[config.mk]
export PLATFORM = sky130hd
export DESIGN_NAME = tw_master
export DESIGN_NICKNAME = d
export VERILOG_FILES = /design/src/core/tw_sync.v /design/src/core/tw_tick.v /design/src/core/tw_master.v
export VERILOG_INCLUDE_DIRS = /design/src /design/src/core
export SDC_FILE = /design/constraint.sdc
export NUM_CORES = 1
export LEC_CHECK = 0
export ABC_AREA = 1
export BUFFER_PORTS_ARGS = -buffer_cell sky130_fd_sc_hd__buf_2
export CELL_PAD_IN_SITES_DETAIL_PLACEMENT = 1
export CELL_PAD_IN_SITES_GLOBAL_PLACEMENT = 1
export CORE_MARGIN = 1.5
export CORE_UTILIZATION = 35
export DETAILED_ROUTE_END_ITERATION = 8
export PLACE_DENSITY_LB_ADDON = 0.2
export SLEW_MARGIN = 30
export SYNTH_ARGS = -nofsm -noshare
export SYNTH_HDL_FRONTEND = slang
export SYNTH_SLANG_ARGS = --single-unit
export TNS_END_PERCENT = 5
[constraint.sdc]
create_clock -name CLK_SYS_I -period 1.9 [get_ports CLK_SYS_I]
set_input_delay 0.19 -clock CLK_SYS_I [delete_from_list [all_inputs] [get_ports CLK_SYS_I]]
set_output_delay 0.19 -clock CLK_SYS_I [all_outputs]
set_load 0.005 [all_outputs]
[src/core/tw_map.vh]
/*
 * Register map, field positions, status codes and timing figures of the
 * two-wire master transmitter.
 * Assumes it is included by its bare name from the core/ design files.
 */
`ifndef TW_MAP_VH
`define TW_MAP_VH

// Register indices on the 2-bit address port.
`define TW_ADDR_CTRL 2'h0
`define TW_ADDR_STATUS 2'h1
`define TW_ADDR_DATA 2'h2
`define TW_ADDR_MODE 2'h3

// Control register bit positions.
`define TW_B_FLAG 7
`define TW_B_ACKEN 6
`define TW_B_STA 5
`define TW_B_STO 4
`define TW_B_WC 3
`define TW_B_EN 2
`define TW_B_IE 0

// Reset values.
`define TW_CTRL_RST 8'h00
`define TW_STATUS_RST 8'hF8
`define TW_DATA_RST 8'hFF

// Status codes, prescaler bits masked to zero.
`define TW_ST_START 8'h08
`define TW_ST_RSTART 8'h10
`define TW_ST_SLAW_ACK 8'h18
`define TW_ST_SLAW_NACK 8'h20
`define TW_ST_DATA_ACK 8'h28
`define TW_ST_DATA_NACK 8'h30
`define TW_ST_ARB_LOST 8'h38
`define TW_ST_SLAR_ACK 8'h40
`define TW_ST_SLAR_NACK 8'h48
`define TW_STATUS_MASK 8'hF8

// Bits per byte, index of the acknowledge slot.
`define TW_ACK_SLOT 4'h8

// Serial clock period and system clock period in nanoseconds.
`define TW_SCL_PERIOD_NS 800
`define TW_SYS_PERIOD_NS 100
// Quarter of a serial bit in system cycles, never below one.
`define TW_QUARTER_CYC (((`TW_SCL_PERIOD_NS / 4) / `TW_SYS_PERIOD_NS) < 1 ? 1 : \
  ((`TW_SCL_PERIOD_NS / 4) / `TW_SYS_PERIOD_NS))

`endif

[src/core/tw_sync.v]
/*
 * Two-flop synchroniser for pin levels.
 * Assumes d_i comes from outside the system clock domain.
 */
module tw_sync #(
  parameter WIDTH = 2
) (
  input wire clk_i,
  input wire rst_n_i,
  input wire ce_i,
  input wire [WIDTH-1:0] d_i,
  output reg [WIDTH-1:0] q_o
);
  reg [WIDTH-1:0] meta;

  // First stage feeds only the second; idle bus lines reset high.
  always @(posedge clk_i) begin
    if (!rst_n_i) begin
      meta <= {WIDTH{1'b1}};
      q_o <= {WIDTH{1'b1}};
    end else if (ce_i) begin
      meta <= d_i;
      q_o <= meta;
    end
  end
endmodule // tw_sync

[src/core/tw_tick.v]
/*
 * Quarter-bit tick generator for the serial clock.
 * Assumes run_i stays high while a bus sequence is in progress.
 */
module tw_tick #(
  parameter QUARTER = 2,
  parameter CW = 8
) (
  input wire clk_i,
  input wire rst_n_i,
  input wire ce_i,
  input wire run_i,
  output wire tick_o
);
  reg [CW-1:0] cnt;
  // The count limit is cut to the counter width on purpose.
  localparam integer LAST_I = QUARTER - 1;
  localparam [CW-1:0] LAST = LAST_I[CW-1:0];

  // Counts system cycles and restarts whenever the engine stops.
  always @(posedge clk_i) begin
    if (!rst_n_i) begin
      cnt <= {CW{1'b0}};
    end else if (ce_i) begin
      if (!run_i || cnt == LAST) begin
        cnt <= {CW{1'b0}};
      end else begin
        cnt <= cnt + 1'b1;
      end
    end
  end

  assign tick_o = run_i && (cnt == LAST);
endmodule // tw_tick

[src/core/tw_master.v]
/*
 * Two-wire master transmitter: control, status, data and mode registers,
 * START / repeated START / STOP generation, byte shifting with acknowledge,
 * write-collision detection and arbitration-loss handling.
 * Assumes a simple register port (read data one cycle after the strobe) and
 * open-drain SCL/SDA pads resolved outside; pad inputs are asynchronous.
 */
// The register offsets and the address-and-strobe port were chosen for this implementation.
`include "tw_map.vh"

module tw_master #(
  parameter QUARTER_CYC = `TW_QUARTER_CYC
) (
  input wire CLK_SYS_I,
  input wire RST_N_I,
  input wire CE_I,
  input wire [1:0] ADDR_I,
  input wire [7:0] WDATA_I,
  input wire WR_I,
  input wire RD_I,
  output reg [7:0] RDATA_O,
  input wire SCL_I,
  output wire SCL_O,
  output wire SCL_OE_N_O,
  input wire SDA_I,
  output wire SDA_O,
  output wire SDA_OE_N_O,
  output wire IRQ_O
);
  localparam [2:0] ST_IDLE = 3'h0;
  localparam [2:0] ST_WAIT_FREE = 3'h1;
  localparam [2:0] ST_START = 3'h2;
  localparam [2:0] ST_HOLD = 3'h3;
  localparam [2:0] ST_BYTE = 3'h4;
  localparam [2:0] ST_STOP = 3'h5;

  // Control fields.
  reg flag, ack_enable, start_request, stop_request;
  reg write_collision_flag, enable, irq_enable;
  // Status, data and engine state.
  reg [7:0] status_code;
  reg [1:0] prescale;
  reg [7:0] two_wire_data;
  reg [7:0] shift;
  reg [3:0] bit_cnt;
  reg [1:0] phase;
  reg [2:0] state;
  reg addr_phase, dir_read, nack, in_xfer, master_receive_mode;
  reg scl_pull, sda_pull, bus_busy, scl_q, sda_q;
  // Reset image of the control register, so single fields can be picked from it.
  localparam [7:0] CTRL_RST = `TW_CTRL_RST;

  wire scl_s, sda_s, tick, running, step;
  wire wr_ctrl, wr_data, wr_status, launch_clear;

  // Pad levels cross into the system clock domain.
  tw_sync #(
    .WIDTH(2)
  ) u_sync (
    .clk_i(CLK_SYS_I),
    .rst_n_i(RST_N_I),
    .ce_i(CE_I),
    .d_i({SCL_I, SDA_I}),
    .q_o({scl_s, sda_s})
  );

  assign running = (state == ST_START) || (state == ST_BYTE) || (state == ST_STOP);

  // Quarter-bit timing for every bus sequence.
  tw_tick #(
    .QUARTER(QUARTER_CYC)
  ) u_tick (
    .clk_i(CLK_SYS_I),
    .rst_n_i(RST_N_I),
    .ce_i(CE_I),
    .run_i(running),
    .tick_o(tick)
  );

  // A released SCL held low by a slave stretches the current quarter.
  assign step = tick && !(!scl_pull && !scl_s);

  // Register port decode.
  assign wr_ctrl = WR_I && (ADDR_I == `TW_ADDR_CTRL);
  assign wr_data = WR_I && (ADDR_I == `TW_ADDR_DATA);
  assign wr_status = WR_I && (ADDR_I == `TW_ADDR_STATUS);
  assign launch_clear = wr_ctrl && WDATA_I[`TW_B_FLAG] && WDATA_I[`TW_B_EN];

  // Open-drain pads: only ever pull low, enable active low.
  assign SCL_O = 1'b0;
  assign SDA_O = 1'b0;
  assign SCL_OE_N_O = !scl_pull;
  assign SDA_OE_N_O = !sda_pull;
  assign IRQ_O = flag && irq_enable;

  // Bus-busy tracking from START and STOP seen on the synchronised lines.
  always @(posedge CLK_SYS_I) begin
    if (!RST_N_I) begin
      scl_q <= 1'b1;
      sda_q <= 1'b1;
      bus_busy <= 1'b0;
    end else if (CE_I) begin
      scl_q <= scl_s;
      sda_q <= sda_s;
      if (scl_s && scl_q && sda_q && !sda_s) begin
        bus_busy <= 1'b1;
      end else if (scl_s && scl_q && !sda_q && sda_s) begin
        bus_busy <= 1'b0;
      end
    end
  end

  // Register writes first, then the engine; a hardware set of the flag
  // comes later in the process so it wins over a clear in the same cycle.
  always @(posedge CLK_SYS_I) begin
    if (!RST_N_I) begin
      flag <= CTRL_RST[`TW_B_FLAG];
      ack_enable <= 1'b0;
      start_request <= 1'b0;
      stop_request <= 1'b0;
      write_collision_flag <= 1'b0;
      enable <= 1'b0;
      irq_enable <= 1'b0;
      status_code <= `TW_STATUS_RST;
      prescale <= 2'h0;
      two_wire_data <= `TW_DATA_RST;
      shift <= 8'h00;
      bit_cnt <= 4'h0;
      phase <= 2'h0;
      state <= ST_IDLE;
      addr_phase <= 1'b0;
      dir_read <= 1'b0;
      nack <= 1'b0;
      in_xfer <= 1'b0;
      master_receive_mode <= 1'b0;
      scl_pull <= 1'b0;
      sda_pull <= 1'b0;
    end else if (CE_I) begin
      // Control register: flag clears when a one is written to it together with the enable bit, collision is read-only.
      if (wr_ctrl) begin
        ack_enable <= WDATA_I[`TW_B_ACKEN];
        start_request <= WDATA_I[`TW_B_STA];
        stop_request <= WDATA_I[`TW_B_STO];
        enable <= WDATA_I[`TW_B_EN];
        irq_enable <= WDATA_I[`TW_B_IE];
      end
      if (launch_clear) begin
        flag <= 1'b0;
      end
      if (wr_status) begin
        prescale <= WDATA_I[1:0];
      end
      // Data writes count only while the flag is high.
      if (wr_data) begin
        if (flag) begin
          two_wire_data <= WDATA_I;
          write_collision_flag <= 1'b0;
        end else begin
          write_collision_flag <= 1'b1;
        end
      end
      if (!enable) begin
        // Disabled interface: release the pads and forget the transfer.
        state <= ST_IDLE;
        scl_pull <= 1'b0;
        sda_pull <= 1'b0;
        in_xfer <= 1'b0;
      end else begin
        case (state)
          ST_IDLE: begin
            scl_pull <= 1'b0;
            sda_pull <= 1'b0;
            if (start_request && !flag) begin
              state <= ST_WAIT_FREE;
            end
          end
          ST_WAIT_FREE: begin
            if (!bus_busy) begin
              state <= ST_START;
              phase <= 2'h0;
            end
          end
          ST_START: begin
            if (step) begin
              phase <= phase + 2'h1;
              case (phase)
                2'h0: sda_pull <= 1'b0;
                2'h1: scl_pull <= 1'b0;
                2'h2: begin
                  if (!sda_s) begin
                    // Another master owns SDA: give up the bus.
                    scl_pull <= 1'b0;
                    flag <= 1'b1;
                    status_code <= `TW_ST_ARB_LOST;
                    in_xfer <= 1'b0;
                    state <= ST_IDLE;
                  end else begin
                    sda_pull <= 1'b1;
                  end
                end
                default: begin
                  scl_pull <= 1'b1;
                  flag <= 1'b1;
                  status_code <= in_xfer ? `TW_ST_RSTART : `TW_ST_START;
                  in_xfer <= 1'b1;
                  addr_phase <= 1'b1;
                  master_receive_mode <= 1'b0;
                  state <= ST_HOLD;
                end
              endcase
            end
          end
          ST_HOLD: begin
            // SCL stays low until software clears the flag.
            if (!flag) begin
              phase <= 2'h0;
              if (stop_request) begin
                state <= ST_STOP;
              end else if (start_request) begin
                state <= ST_START;
              end else begin
                shift <= two_wire_data;
                dir_read <= addr_phase && two_wire_data[0];
                bit_cnt <= 4'h0;
                state <= ST_BYTE;
              end
            end
          end
          ST_BYTE: begin
            if (step) begin
              phase <= phase + 2'h1;
              case (phase)
                2'h0: begin
                  if (bit_cnt == `TW_ACK_SLOT) begin
                    sda_pull <= 1'b0;
                  end else begin
                    sda_pull <= !shift[7];
                  end
                end
                2'h1: scl_pull <= 1'b0;
                2'h2: begin
                  if (bit_cnt == `TW_ACK_SLOT) begin
                    nack <= sda_s;
                  end else if (!sda_pull && !sda_s) begin
                    scl_pull <= 1'b0;
                    flag <= 1'b1;
                    status_code <= `TW_ST_ARB_LOST;
                    in_xfer <= 1'b0;
                    state <= ST_IDLE;
                  end
                end
                default: begin
                  scl_pull <= 1'b1;
                  if (bit_cnt == `TW_ACK_SLOT) begin
                    flag <= 1'b1;
                    addr_phase <= 1'b0;
                    state <= ST_HOLD;
                    if (!addr_phase) begin
                      status_code <= nack ? `TW_ST_DATA_NACK : `TW_ST_DATA_ACK;
                    end else if (dir_read) begin
                      master_receive_mode <= 1'b1;
                      status_code <= nack ? `TW_ST_SLAR_NACK : `TW_ST_SLAR_ACK;
                    end else begin
                      status_code <= nack ? `TW_ST_SLAW_NACK : `TW_ST_SLAW_ACK;
                    end
                  end else begin
                    shift <= {shift[6:0], 1'b0};
                    bit_cnt <= bit_cnt + 4'h1;
                  end
                end
              endcase
            end
          end
          ST_STOP: begin
            if (step) begin
              phase <= phase + 2'h1;
              case (phase)
                2'h0: sda_pull <= 1'b1;
                2'h1: scl_pull <= 1'b0;
                2'h2: sda_pull <= 1'b0;
                default: begin
                  stop_request <= 1'b0;
                  in_xfer <= 1'b0;
                  master_receive_mode <= 1'b0;
                  state <= start_request ? ST_WAIT_FREE : ST_IDLE;
                end
              endcase
            end
          end
          default: state <= ST_IDLE;
        endcase
      end
    end
  end

  // Read data appear in the cycle after the read strobe, zero otherwise.
  always @(posedge CLK_SYS_I) begin
    if (!RST_N_I) begin
      RDATA_O <= 8'h00;
    end else if (CE_I) begin
      if (RD_I) begin
        case (ADDR_I)
          `TW_ADDR_CTRL: RDATA_O <= {flag, ack_enable, start_request, stop_request,
            write_collision_flag, enable, 1'b0, irq_enable};
          `TW_ADDR_STATUS: RDATA_O <= {status_code[7:3], 1'b0, prescale};
          `TW_ADDR_DATA: RDATA_O <= two_wire_data;
          default: RDATA_O <= {5'h00, state == ST_HOLD, in_xfer, master_receive_mode};
        endcase
      end else begin
        RDATA_O <= 8'h00;
      end
    end
  end
endmodule // tw_master

==> results.md <==
- Status: finished, final reports clean
- Commonest cells in the netlist: nand2_1, nor2_1, dfxtp_1
- Post-synth EDFFs: 0
- Cell Area, Synth: 3860 µm²
- Worst-skew pair later-pin latency: between 0.3 and 0.4 ns
- Initial Util: 0.358
- Synth Area in XOR/XNOR: 0.00453
- Final core occ: 0.421
- Port bufs: 27
- Comb pwr share: 0.114
- Crit path kind: flip-flop to flip-flop
- Final Wtd Congestion: ~0.93
- Post-Syn Instances: approximately 600
- Ant diodes: 0
- Placed Area: about 4300 µm²
- Cell variety after synth: 36
- Largest net degree at the start of global routing: 25
- CTS tree: yes
- Clock Pin Slew Worst Setup and Hold Paths: 0.09 ns
- Syn-to-layout area delta: 17.6%
- Synth area leaders: dfxtp_1, nand2_1, nor2_1
- Layout cells sized above 1: 0.177
- Main combinational cell family by area after synthesis: simple AND/OR/NAND/NOR gates
- Die ar.: 11700 µm²
- Max Cap Viol: 0
- I/O pin count: 30
- Worst Path Max Fanout: 8
- Asr flop ratio synth: 0
- Tcrit/Tclk final: 0.937
- Post-synth top area share: 0.358
- Synth Area in Adders: 0.0324
- Post-route cell area: 4550 µm²
- GRT Residual Overflow: 0
- P_leak: 2.04 nW
- FF+latch area: 1390 µm²
- Core area: about 11000 µm²
- Clock Root Buffer: clkbuf_8
- Power share of the clock group: 0.399
- VDD IR max: ~0.00057 V
- Nets: between 600 and 700
- Sequential share of the synthesized area: 0.358
- Synth Area in Compound Gates: 0.108
- Seq pwr share: 0.486
- Antenna-violating nets left: 0
- Pwr Total: 0.00309 W
- CTS Buffer Depth: 2
- DR vias: 4012
- HPWL after DPL: 9.64 mm
- CP endpoint kind: flip-flop
- Net Switching: about 0.00086 W
- Post-Route WL: about 12 mm
- Critical Path RT: approximately 2.2 ns
- Seq cells post-synth: 69
- Final-report hold violation count: 0
- Max-slew violations: 0
- Power density over cell area: 680 nW/µm²
- Worst Skew: approximately 0.017 ns
- Mean Syn Cell Area: around 6.4 µm²
- Class of the worst hold path: input port to flip-flop
- Setup Buffers After CTS: 0
- First-pass GRT wire length: 20.2 mm
- Synth Area in Simple Gates: 0.409
- Most frequently used flop master after synthesis: dfxtp_1
- Antenna violations before repair: 0
- Setup TNS: 0 ns
- Initial DRT Pass Iterations: 4
- Synth area leader: dfxtp_1
- Clock sinks: between 60 and 70
- Die X: 108 µm
- Gr usage total: 0.227
- Vias in the first global route: roughly 4k
- CTS Buf Count: 9
- Multi-input logic area: 2210 µm²
- Row count: 38
- RSZ-0062 raised after global routing: yes
- Synth warn: 0
- Post-synthesis mux area share: 0
- Fin crit period: between 1.5 and 2 ns
- Cell Int Power: roughly 0.0022 W
- Crit path launch type: flip-flop
- Routed wire per std cell: ~16 µm
- First-iteration detailed-routing DRC count: 131
- # hold bufs at CTS: 0
- Most numerous cell in the Yosys netlist: nand2_1
- Worst endpoint data arrival time: about 2.0 ns
- Fillers: ~1.5k
- Switching fraction of total power: 0.279
- DRC errors left: 0
- Die height: about 110 µm
- Setup violators final: 0
- Max Clock Freq: about 560 MHz
- Vias per Instance: just over 5
- CTS H-Tree Depth: 3
[final timing paths]
check	start	endpoint	slack, ns	depth (start not counted)
worst max-delay path	state[1]	in_xfer	0.12	11
worst max register to register	state[1]	in_xfer	0.12	11
worst min register to register	status_code[7]	status_code[7]	0.46	2
worst min-delay path	WDATA_I[3]	two_wire_data[3]	0.02	3
[power by group through the flow]
stage / combinational, W / clock [W] / sequential (W)
6_report: 0.000353 / 0.00123 / 0.00150
5_1_grt: 0.000397 / 0.00132 / 0.00151
4_1_cts: 0.000349 / 0.00127 / 0.00150
3_5_place_dp: 0.000346 / 0 / 0.00153
3_3_place_gp: 0.000340 / 0 / 0.00153
2_1_floorplan: 0.000221 / 0 / 0.00153
[cells by family after synthesis]
logic type | after synthesis
and+or+nand+nor | 364
buffers and inverters | 82
AOI/OAI and AO/OA | 76
DFF | 69
adders and majority gates | 10
xor gates and xnor gates | 2
other | 1
[through the flow]
| stage | cells | hold slack (ns) | setup WS [ns] |
|---|---|---|---|
| floorplan | 605 | 0.303 | 0.212 |
| global placement | 781 | 0.394 | -0.0268 |
| detailed placement | 781 | 0.397 | -0.0237 |
| CTS | 796 | 0.00314 | -0.000000666 |
| global route | 796 | 0.0288 | -0.00679 |
| finish | 796 | 0.0245 | 0.120 |
[critical path, stage by stage, from the launching register on]
cell	delay, ns
dfxtp_1	0.53
nor2_2	0.14
nand2_4	0.14
nand2_2	0.12
nand2_4	0.13
inv_2	0.04
nand2_1	0.07
nand3_1	0.13
nor2_2	0.18
nand2_1	0.07
nand2_1	0.06
nor2_1	0.04
[timing repair]
item / 4_1_cts / 5_1_grt
cloned: 0 / 0
gates resized for setup: 3 / 24
endpoints found under the hold margin: 0 / 0
pin swaps: 0 / 3
endpoints found under the setup margin: 6 / 21
[placed cells by master, fill, tap and decap left out, types with 10 or more instances in the layout]
master and count:
clkbuf_8 10, buf_2 27, nand2_1 165, dfxtp_1 63
a21oi_1 31, o21ai_0 28, nor2_1 89, buf_4 28
nand3_1 64, nor3_1 10, inv_1 50
[routing by layer]
| metal | share of wire | wire [µm] | track usage |
|---|---|---|---|
| met2 | 0.49 | 6090 | 0.389 |
| met1 | 0.47 | 5800 | 0.283 |
| met3 | 0.029 | 357 | 0.0452 |
| met5 | 0 | 0 | 0 |
| met4 | 0.017 | 208 | 0.0789 |
[registers in the layout (all words and copies together), names as in the netlist, 2 cells and up]
name and flops:
prescale 2, RDATA_O 8, status_code 5, shift 8
phase 2, state 3, u_sync.q_o 2, u_sync.meta 2
u_tick.cnt 8, bit_cnt 4, two_wire_data 8
[layout make-up]
class | count | share of cell area
clock inverters | 4 | 0.0107
inverters | 63 | 0.0526
clock buffers | 11 | 0.0311
well taps | 140 | 0.0385
multi-input cells | 454 | 0.486
flip-flops and latches | 69 | 0.306
repair buffers | 55 | 0.0760
No activity file was read; power rests on OpenSTA's default activity.
